--- config.mk ---
export PLATFORM = sky130hd
export DESIGN_NAME = storage_cluster
export DESIGN_NICKNAME = d
export VERILOG_FILES = /design/src/include/storage_cluster_pkg.sv /design/src/verilog/storage_cluster.sv
export SDC_FILE = /design/constraint.sdc
export NUM_CORES = 1
export LEC_CHECK = 0
export BUFFER_PORTS_ARGS = -buffer_cell sky130_fd_sc_hd__clkbuf_2
export CAP_MARGIN = 30
export CELL_PAD_IN_SITES_DETAIL_PLACEMENT = 0
export CELL_PAD_IN_SITES_GLOBAL_PLACEMENT = 1
export CORE_ASPECT_RATIO = 1.5
export CORE_MARGIN = 4
export CORE_UTILIZATION = 41
export DETAILED_ROUTE_END_ITERATION = 6
export GPL_TIMING_DRIVEN = 0
export PLACE_DENSITY = 0.89
export SLEW_MARGIN = 20
export SYNTH_ARGS = -nofsm -noshare
export SYNTH_HDL_FRONTEND = slang
export SYNTH_SLANG_ARGS = --single-unit
--- constraint.sdc ---
create_clock -name pclk -period 2.5 [get_ports pclk]
set_clock_uncertainty 0.2 [all_clocks]
set_input_delay 0.375 -clock pclk [delete_from_list [all_inputs] [get_ports pclk]]
set_output_delay 0.375 -clock pclk [all_outputs]
set_load 0.01 [all_outputs]
--- src/include/storage_cluster_pkg.sv ---
// constants for the four-element configurable storage cluster
package storage_cluster_pkg;
	// register byte offsets
	localparam logic [7:0] CTRL_OFS = 8'h00;
	localparam logic [7:0] ELEM_OFS = 8'h04;
	localparam logic [7:0] OSEL_OFS = 8'h08;
	localparam logic [7:0] STAT_OFS = 8'h0C;
	// control register fields
	localparam int CTRL_CLK_INV = 0;
	localparam int CTRL_CE_INV = 1;
	localparam int CTRL_LSR_INV = 2;
	localparam int CTRL_MODE_LO = 3;
	localparam int CTRL_PRIO = 5;
	localparam int CTRL_SRC_DIRECT = 6;
	localparam int CTRL_PAD_EN = 7;
	localparam int CTRL_W = 8;
	localparam logic [7:0] CTRL_RST = 8'h00;
	// local set/reset modes
	localparam logic [1:0] MODE_SYNC = 2'h0;
	localparam logic [1:0] MODE_ASYNC = 2'h1;
	localparam logic [1:0] MODE_FESEL = 2'h2;
	// element register fields
	localparam int ELEM_LATCH_LO = 0;
	localparam int ELEM_SETVAL_LO = 4;
	localparam int ELEM_DSEL_LO = 8;
	localparam int ELEM_W = 16;
	localparam logic [15:0] ELEM_RST = 16'h0000;
	// per-element data input choices
	localparam logic [1:0] DSEL_ZERO = 2'h0;
	localparam logic [1:0] DSEL_CELL = 2'h1;
	localparam logic [1:0] DSEL_PAD_LR = 2'h2;
	localparam logic [1:0] DSEL_PAD_TB = 2'h3;
	// output selector: three bits per general output
	localparam int OSEL_FIELD = 3;
	localparam int OSEL_W = 15;
	localparam logic [14:0] OSEL_RST = 15'h0000;
	// input synchroniser vector layout
	localparam int SYN_CLK = 0;
	localparam int SYN_CE = 1;
	localparam int SYN_LSR = 2;
	localparam int SYN_GSR_N = 3;
	localparam int SYN_LUT_LO = 4;
	localparam int SYN_DIR_LO = 8;
	localparam int SYN_LR_LO = 12;
	localparam int SYN_TB_LO = 16;
	localparam int SYN_W = 20;
	localparam logic [19:0] SYN_RST = 20'h00008;
endpackage

--- src/verilog/storage_cluster.sv ---
// four latch/flip-flop storage cluster with APB configuration
//
// The address map and the APB interface to the registers were decided locally.
`timescale 1ns/1ns
module storage_cluster #(
	parameter bit HAS_LR_PAD = 1'b0,
	parameter bit HAS_TB_PAD = 1'b0,
	parameter bit IO_ADJACENT = 1'b0
) (
	// apb slave
	input wire logic pclk,
	input wire logic presetn,
	input wire logic psel,
	input wire logic penable,
	input wire logic pwrite,
	input wire logic [7:0] paddr,
	input wire logic [31:0] pwdata,
	output logic [31:0] prdata,
	output logic pready,
	output logic pslverr,
	// cell-side inputs, asynchronous to pclk
	input wire logic cell_clk,
	input wire logic clock_enable,
	input wire logic local_set_reset,
	input wire logic global_set_reset_n,
	input wire logic [3:0] lut_out,
	input wire logic [3:0] direct_data_in,
	input wire logic [3:0] pad_lr_in,
	input wire logic [3:0] pad_tb_in,
	// element outputs
	output logic [3:0] elem_q,
	output logic [4:0] cell_out,
	output logic [3:0] io_pad_out,
	output logic io_pad_out_en
);
	// picks an element's data from its configured source
	function automatic logic pick_data(
		input logic [1:0] dsel,
		input logic cell_bit,
		input logic lr_bit,
		input logic tb_bit
	);
		logic r;
		r = 1'b0;
		unique case (dsel)
			storage_cluster_pkg::DSEL_ZERO: r = 1'b0;
			storage_cluster_pkg::DSEL_CELL: r = cell_bit;
			storage_cluster_pkg::DSEL_PAD_LR: r = lr_bit & HAS_LR_PAD;
			storage_cluster_pkg::DSEL_PAD_TB: r = tb_bit & HAS_TB_PAD;
		endcase
		return r;
	endfunction

	// selects one element output for a general output
	function automatic logic pick_out(
		input logic [2:0] sel,
		input logic [3:0] q
	);
		logic r;
		r = 1'b0;
		if (sel[2] == 1'b0) begin
			r = q[sel[1:0]];
		end
		return r;
	endfunction

	logic [19:0] syn1_reg;
	logic [19:0] syn2_reg;
	logic [7:0] ctrl_reg;
	logic [15:0] elem_reg;
	logic [14:0] osel_reg;
	logic clk_prev_reg;
	logic [3:0] q_reg;
	logic [3:0] q_next;
	logic [4:0] out_reg;
	logic [4:0] out_next;
	logic [3:0] pad_reg;
	logic pad_en_reg;
	logic [31:0] rdata_reg;
	logic [31:0] rdata_next;
	logic err_reg;

	// two-stage synchroniser on every cell-side input
	wire logic [19:0] syn_raw = {pad_tb_in, pad_lr_in, direct_data_in,
		lut_out, global_set_reset_n, local_set_reset, clock_enable,
		cell_clk};

	always_ff @(posedge pclk or negedge presetn) begin
		if (!presetn) begin
			syn1_reg <= storage_cluster_pkg::SYN_RST;
			syn2_reg <= storage_cluster_pkg::SYN_RST;
		end else begin
			syn1_reg <= syn_raw;
			syn2_reg <= syn1_reg;
		end
	end

	// configuration fields
	wire logic clk_inv = ctrl_reg[storage_cluster_pkg::CTRL_CLK_INV];
	wire logic ce_inv = ctrl_reg[storage_cluster_pkg::CTRL_CE_INV];
	wire logic lsr_inv = ctrl_reg[storage_cluster_pkg::CTRL_LSR_INV];
	wire logic [1:0] lsr_mode =
		ctrl_reg[storage_cluster_pkg::CTRL_MODE_LO +: 2];
	wire logic lsr_prio = ctrl_reg[storage_cluster_pkg::CTRL_PRIO];
	wire logic src_direct = ctrl_reg[storage_cluster_pkg::CTRL_SRC_DIRECT];
	wire logic pad_en = ctrl_reg[storage_cluster_pkg::CTRL_PAD_EN];
	wire logic [3:0] is_latch =
		elem_reg[storage_cluster_pkg::ELEM_LATCH_LO +: 4];
	wire logic [3:0] set_val =
		elem_reg[storage_cluster_pkg::ELEM_SETVAL_LO +: 4];

	// synchronised cell inputs
	wire logic clk_s = syn2_reg[storage_cluster_pkg::SYN_CLK];
	wire logic ce_s = syn2_reg[storage_cluster_pkg::SYN_CE];
	wire logic lsr_s = syn2_reg[storage_cluster_pkg::SYN_LSR];
	wire logic gsr_n_s = syn2_reg[storage_cluster_pkg::SYN_GSR_N];
	wire logic [3:0] lut_s = syn2_reg[storage_cluster_pkg::SYN_LUT_LO +: 4];
	wire logic [3:0] dir_s = syn2_reg[storage_cluster_pkg::SYN_DIR_LO +: 4];
	wire logic [3:0] lr_s = syn2_reg[storage_cluster_pkg::SYN_LR_LO +: 4];
	wire logic [3:0] tb_s = syn2_reg[storage_cluster_pkg::SYN_TB_LO +: 4];

	// shared clock with optional inversion, and its active edge
	wire logic clk_eff = clk_s ^ clk_inv;
	wire logic clk_edge = clk_eff & ~clk_prev_reg;
	wire logic latch_open = clk_eff;

	// polarity of enable and local set/reset
	wire logic ce_act = ce_s ^ ce_inv;
	wire logic lsr_act = lsr_s ^ lsr_inv;

	// mode decode; the unused code behaves as synchronous
	wire logic mode_async = (lsr_mode == storage_cluster_pkg::MODE_ASYNC);
	wire logic mode_fesel = (lsr_mode == storage_cluster_pkg::MODE_FESEL);
	wire logic mode_sync = !mode_async && !mode_fesel;

	// global and asynchronous local forcing
	wire logic gsr_force = !gsr_n_s;
	wire logic async_force = mode_async && lsr_act;

	// synchronous local set/reset; flip-flops gated by enable unless prioritised, latches ungated
	wire logic sync_sr_ff = mode_sync && lsr_act &&
		(ce_act || lsr_prio);
	wire logic sync_sr_latch = mode_sync && lsr_act;

	// cell-wide source, overridden per cycle in front-end select mode
	wire logic use_direct = mode_fesel ? lsr_act : src_direct;
	wire logic [3:0] cell_src = use_direct ? dir_s : lut_s;

	// per-element next state
	always_comb begin
		q_next = q_reg;
		for (int i = 0; i < 4; i++) begin
			logic d;
			d = pick_data(elem_reg[storage_cluster_pkg::ELEM_DSEL_LO + 2*i
				+: 2], cell_src[i], lr_s[i], tb_s[i]);
			if (gsr_force) begin
				q_next[i] = set_val[i];
			end else if (async_force) begin
				q_next[i] = set_val[i];
			end else if (is_latch[i]) begin
				if (latch_open) begin
					q_next[i] = sync_sr_latch ? set_val[i] : d;
				end
			end else if (clk_edge) begin
				if (sync_sr_ff) begin
					q_next[i] = set_val[i];
				end else if (ce_act) begin
					q_next[i] = d;
				end else begin
					q_next[i] = q_reg[i];
				end
			end
		end
	end

	// general output selection from the new element state
	always_comb begin
		for (int j = 0; j < 5; j++) begin
			out_next[j] = pick_out(
				osel_reg[storage_cluster_pkg::OSEL_FIELD*j +: 3],
				q_next);
		end
	end

	// element, output and pad-path registers
	always_ff @(posedge pclk or negedge presetn) begin
		if (!presetn) begin
			clk_prev_reg <= 1'b0;
			q_reg <= 4'h0;
			out_reg <= 5'h00;
			pad_reg <= 4'h0;
			pad_en_reg <= 1'b0;
		end else begin
			clk_prev_reg <= clk_eff;
			q_reg <= q_next;
			out_reg <= out_next;
			pad_reg <= q_next;
			pad_en_reg <= pad_en & IO_ADJACENT;
		end
	end

	assign elem_q = q_reg;
	assign cell_out = out_reg;
	assign io_pad_out = pad_reg;
	assign io_pad_out_en = pad_en_reg;

	// apb decode; answer is ready in the access phase
	wire logic setup = psel && !penable;
	wire logic access = psel && penable;
	wire logic hit_ctrl = (paddr == storage_cluster_pkg::CTRL_OFS);
	wire logic hit_elem = (paddr == storage_cluster_pkg::ELEM_OFS);
	wire logic hit_osel = (paddr == storage_cluster_pkg::OSEL_OFS);
	wire logic hit_stat = (paddr == storage_cluster_pkg::STAT_OFS);
	wire logic hit_any = hit_ctrl || hit_elem || hit_osel || hit_stat;
	wire logic wr_ok = access && pwrite;
	wire logic [31:0] stat_word = {24'h000000, gsr_n_s, lsr_s, ce_s,
		clk_s, q_reg};

	// read data captured during setup
	always_comb begin
		rdata_next = 32'h00000000;
		if (hit_ctrl) begin
			rdata_next = {24'h000000, ctrl_reg};
		end else if (hit_elem) begin
			rdata_next = {16'h0000, elem_reg};
		end else if (hit_osel) begin
			rdata_next = {17'h00000, osel_reg};
		end else if (hit_stat) begin
			rdata_next = stat_word;
		end
	end

	// bus response registers
	always_ff @(posedge pclk or negedge presetn) begin
		if (!presetn) begin
			rdata_reg <= 32'h00000000;
			err_reg <= 1'b0;
		end else if (setup) begin
			rdata_reg <= pwrite ? 32'h00000000 : rdata_next;
			err_reg <= !hit_any || (pwrite && hit_stat);
		end
	end

	// configuration writes
	always_ff @(posedge pclk or negedge presetn) begin
		if (!presetn) begin
			ctrl_reg <= storage_cluster_pkg::CTRL_RST;
			elem_reg <= storage_cluster_pkg::ELEM_RST;
			osel_reg <= storage_cluster_pkg::OSEL_RST;
		end else if (wr_ok) begin
			if (hit_ctrl) begin
				ctrl_reg <= pwdata[7:0];
			end
			if (hit_elem) begin
				elem_reg <= pwdata[15:0];
			end
			if (hit_osel) begin
				osel_reg <= pwdata[14:0];
			end
		end
	end

	assign pready = 1'b1;
	assign prdata = rdata_reg;
	assign pslverr = access && err_reg;
endmodule

# Word level (Yosys, flattened, before mapping)
# Cells that the tools add are included.
# Widths: inputs -> output; s select.
[op_classes]
order_cmp = 5
eq_ne = 17
n_mux = 58
bitwise_logic = 5
reduce_logical = 30
[ops]
columns = ["cell", "n"]
rows = [
  ["$mux 1", 43],
  ["$mux 16", 2],
  ["$mux 32", 1],
  ["$eq 2x2->1 const B", 9],
  ["$eq 8x4->1 const B", 2],
  ["$lt 2x3->1 const B", 5],
  ["$mux 15", 1],
  ["$reduce_or 3->1", 4],
  ["$bmux 1 s2", 5],
  ["$eq 2x1->1 const B", 5],
  ["$logic_and 1x1->1", 9],
  ["$eq 8x3->1 const B", 1],
  ["$logic_not 2->1", 4],
  ["$logic_not 8->1", 1],
  ["$mux 8", 1],
  ["$pmux 1 s2", 4],
  ["$reduce_and 2->1", 3],
  ["$logic_or 1x1->1", 5],
  ["$logic_not 1->1", 4],
  ["$mux 4", 1],
  ["$xor 1x1->1", 3],
  ["$and 1x1->1", 1],
  ["$not 1->1", 1],
]
[totals]
regBits = 106
input_bits = 65

# Depth between registers and ports, before layout
[depth]
word_depth = 13
mapped_depth = 9
mapped_depth_nobuf = 9

# Worst setup path before layout
# OpenSTA, ideal clock, no wires.
[synth_timing]
path_type = "input to register"
start = "input paddr[7]"
end = "register osel_reg[11]"
arrival_time_ns = 1.910
required_ns = 2.175
setup_slack_ns = 0.265
path_stages = 6
path_buffers = 1
path_cell_list = "nor4_1 -> nand2_1 -> nor3b_2 -> and4_1 -> buf_4 -> mux2_2"
[synth_between]
elab_chain_cells = 2
[synth_rtl]
columns = ["item", "line", "source"]
rows = [
  ["from (decl)", "storage_cluster.sv:16", "input wire logic [7:0] paddr,"],
  ["$eq 8x4->1", "storage_cluster.sv:212", "wire logic hit_osel = (paddr == storage_cluster_pkg::OSEL_OFS);"],
  ["$reduce_and 2->1 (no source line)", "n/a", ""],
  ["to (signal assigned)", "storage_cluster.sv:249", "osel_reg <= storage_cluster_pkg::OSEL_RST;"],
  ["to (signal assigned)", "storage_cluster.sv:258", "osel_reg <= pwdata[14:0];"],
  ["to (decl)", "storage_cluster.sv:71", "logic [14:0] osel_reg;"],
]
# No other way between the ends.
# A chain may end at the register's enable or synchronous reset.

# Final worst setup path
[layout_timing]
start = "register syn2_reg[0]"
end = "register out_reg[4], in the netlist cell_out[4]"
[layout_between]
elab_chain_cells = 9
[layout_rtl]
columns = ["item", "line", "source"]
rows = [
  ["from (decl)", "storage_cluster.sv:68", "logic [19:0] syn2_reg;"],
  ["from (signal assigned)", "storage_cluster.sv:91", "syn2_reg <= storage_cluster_pkg::SYN_RST;"],
  ["from (signal assigned)", "storage_cluster.sv:94", "syn2_reg <= syn1_reg;"],
  ["$xor 1x1->1 (*)", "storage_cluster.sv:123", "wire logic clk_eff = clk_s ^ clk_inv;"],
  ["via clk_eff", "storage_cluster.sv:123", ""],
  ["$and 1x1->1", "storage_cluster.sv:124", "wire logic clk_edge = clk_eff & ~clk_prev_reg;"],
  ["$mux 1", "storage_cluster.sv:164", "end else if (clk_edge) begin"],
  ["$mux 1", "storage_cluster.sv:160", "end else if (is_latch[i]) begin"],
  ["$mux 1", "storage_cluster.sv:158", "end else if (async_force) begin"],
  ["$mux 1", "storage_cluster.sv:156", "if (gsr_force) begin"],
  ["$bmux 1 s2 (*)", "storage_cluster.sv:62", "r = q[sel[1:0]];"],
  ["$mux 1 (not written as such) (*)", "storage_cluster.sv:62", ""],
  ["$mux 1 (*)", "storage_cluster.sv:61", "if (sel[2] == 1'b0) begin"],
  ["via out_next[4]", "storage_cluster.sv:76", "logic [4:0] out_next;"],
  ["to (signal assigned)", "storage_cluster.sv:196", "out_reg <= out_next;"],
  ["to (decl)", "storage_cluster.sv:75", "logic [4:0] out_reg;"],
]
# The timed path passes the listed nets; every way through them passes the cells marked *. The select of a mux whose other input is x is not followed.

==> metrics.md <==
| Metric | Value |
|---|---|
| Status | `completed` |
| Hold Path Cell Cnt | `2` |
| Synth Warn # | `0` |
| Total track usage | `18.7%` |
| Worst setup EP type | `flop` |
| Final period util | `a little over nine tenths` |
| CTS root buf | `clkbuf_16` |
| Antenna diodes | `0` |
| Seq. cell area | `2260 um^2` |
| Die area | `~12,000 um^2` |
| Top cell type's share of synthesized area | `51.9%` |
| Commonest non-fill, non-tap cell in the layout | `dfrtp_1` |
| Fill count | `about 900` |
| Largest net degree at the start of global routing | `91` |
| Gr ovfl total | `0` |
| CTS Sinks | `90` |
| Drt pass-1 iters | `4` |
| Placed Area | `between 4000 and 5000 um^2` |
| R2R Setup Slk | `0.09 ns` |
| Fin area | `approximately 5500 um^2` |
| Die height | `~130 um` |
| DRC Markers | `0` |
| Power density cells | `599 nW/um^2` |
| Required @ worst endpoint | `2.53 ns` |
| Minimum clock period | `2.41 ns` |
| Vias in the first global route | `about 3,400` |
| Max Slew Vio Count | `0` |
| # nets final | `~550` |
| Number of CTS-inserted buffers | `9` |
| Final Hold Viols | `0` |
| Routed WL per cell | `17.9 um` |
| PortBufs | `70` |
| Slew @ Worst Pin | `slightly above 0.8 ns` |
| Syn avg cell area | `11.5 um^2` |
| Reg2reg path depth | `8` |
| Boundary Pins | `roughly 110` |
| TritonCTS clock tree | `built` |
| Pleak | `roughly 2.6 nW` |
| Worst-path maximum fanout | `10` |
| IR drop worst, VDD | `between 0.0003 and 0.0004 V` |
| Predominant post-synthesis flop cell | `dfrtp_1` |
| Placeable Area | `just over 10,000 um^2` |
| Synth cell types | `59` |
| Number of synthesized flops with an enable pin | `0` |
| ANT nets after route | `0` |
| Achievable frequency | `roughly 410 MHz` |
| Setup Viol. Count Final | `0` |
| Die width | `between 90 and 100 um` |
| Seq cells post-synth | `90` |
| Synth area leaders | `dfrtp_1, mux2_2, buf_4` |
| Area grow syn2layout | `28.6%` |
| Placed Cells | `approximately 570` |
| Setup CP Type | `flop to flop` |
| Clk_lat worst skew | `between 0.3 and 0.4 ns` |
| HP Class | `input port to flop` |
| Seq/Total Area, Yosys | `53.1%` |
| Final GP Congestion | `~0.90` |
| Global-route wire length before repair | `between 15,000 and 20,000 um` |
| Synth async-reset ratio | `between 90% and 100%` |
| Crit path arrival time | `around 2.4 ns` |
| Via count | `approximately 3,300` |
| Share of cells above drive strength 1 | `approximately two fifths` |
| Max Cap Viol | `0` |
| Synthesized area | `4240 um^2` |
| Placement Rows | `45` |
| Vias per cell | `~5.4` |
| Commonest non-fill, non-tap cells in the layout | `dfrtp_1, clkbuf_2, mux2_2` |
| Cells after Synth | `370` |
| Routed WL | `roughly 11,000 um` |
| Htree depth | `3` |
| Worst-case clock buffer depth | `2` |
| Fin cells | `about 610` |
| Post-DP HPWL | `~8000 um` |
| Initial antenna violation count | `0` |
| Multi-input logic area | `1920 um^2` |
| Initial core utilization | `41.9%` |
| Yosys top cell by area | `dfrtp_1` |
| Startpoint Class | `flop` |
| Clk slew on worst S/H paths | `0.07 ns` |
| Slew headroom | `46.1%` |
| Initial DRC Count | `between 200 and 300` |
==> report_power, final <==
part           switching, W  internal [W]  total [W]
logic              0.000172      0.000134   0.000306
registers         0.0000338       0.00150    0.00153
clock network      0.000555      0.000877    0.00143
==> layout make-up <==
class / instances / share of cell area, %
plain buffers: 34 / 3.97
clock buffers: 10 / 4.20
clock inverters: 6 / 1.67
inverters: 14 / 0.963
multi-input cells: 248 / 35.2
flip-flops and latches: 90 / 41.4
well taps: 117 / 2.68
repair buffers: 90 / 9.93
==> metal layers <==
metal	GRT usage, %	part of all wire (%)	up-vias
met1	22.0	40	1618
met5	0	0	-
li1	-	-	1529
met4	8.72	2.8	0
met3	3.98	5.1	23
met2	32.2	52	109
==> timing repair <==
item	4_1_cts	5_1_grt
gates cloned	0	0
resized for setup	3	20
hold endpoints to repair	100	0
pin swaps	2	2
setup endpoints to repair	5	15
hold buffers	13	0
setup buffers	4	3
==> critical path: stages, from the launching register on <==
cell,delay [ns]
dfrtp_1,0.46
xnor2_4,0.22
inv_2,0.21
a21oi_2,0.12
a211oi_2,0.32
o2111ai_4,0.23
nand3_1,0.16
a21oi_1,0.08
a311oi_1,0.28
==> final timing paths <==
kind	from	end
setup / recovery	syn2_reg[0]	cell_out[4]
hold reg to reg	syn1_reg[6]	syn2_reg[6]
hold / removal	pwdata[15]	elem_reg[15]
setup reg to reg	syn2_reg[0]	cell_out[4]
min in group asynchronous	presetn	syn1_reg[1]
max in group asynchronous	presetn	syn2_reg[2]
==> cells in the mapped netlist, types with 2 or more instances <==
cell       number
nand2b_1        2
clkbuf_1        7
dfrtp_1        88
o211ai_1       11
mux2_1          2
nor2b_1         2
conb_1          2
a311oi_1        7
buf_2           2
a22oi_1         7
inv_1          13
buf_4          23
nor3_1          4
o2111ai_1       2
nand2_1        29
a21oi_1        16
a31o_1          5
ha_1            2
o2111a_1        2
nand4b_1        2
a211oi_2        2
nor2_1         17
mux2i_1        11
buf_1           2
xnor2_2         2
dfstp_2         2
o21bai_1        2
o21ai_0        26
or3_1           2
a211oi_1        2
nand3_1        13
mux2_2         34
==> metrics by stage <==
| stage | util, % | setup slack [ns] | hold slack, ns | total power [W] | TNS (ns) |
|---|---|---|---|---|---|
| 4_1_cts | 52.5 | 0.0211 | 0.0551 | 0.00327 | 0 |
| 3_3_place_gp | 47.4 | -0.175 | 0.133 | 0.00181 | -8.90 |
| 2_1_floorplan | - | 0.265 | -0.121 | 0.00170 | 0 |
| 3_5_place_dp | 47.5 | -0.212 | 0.135 | 0.00182 | -2.76 |
| 5_1_grt | 53.8 | -0.0135 | 0.0547 | 0.00340 | -0.0345 |
| 6_report | 53.8 | 0.0896 | 0.0595 | 0.00327 | 0 |
==> logic make-up (layout without fill, tap and decap cells) <==
logic type | count (synthesis) | after routing | share of synthesized area (%)
flip-flops | 90 | 90 | 53.1
AND/OR/NAND/NOR | 81 | 81 | 9.38
AO/OA/AOI/OAI | 94 | 94 | 16.2
other | 2 | 18 | 0.177
XOR/XNOR | 5 | 5 | 1.56
multiplexers | 48 | 48 | 12.7
adder cells (fa/ha/maj) | 2 | 2 | 0.590
buffers and inverters | 48 | 154 | 6.34
Note: power is estimated with default switching activity, not from simulation.
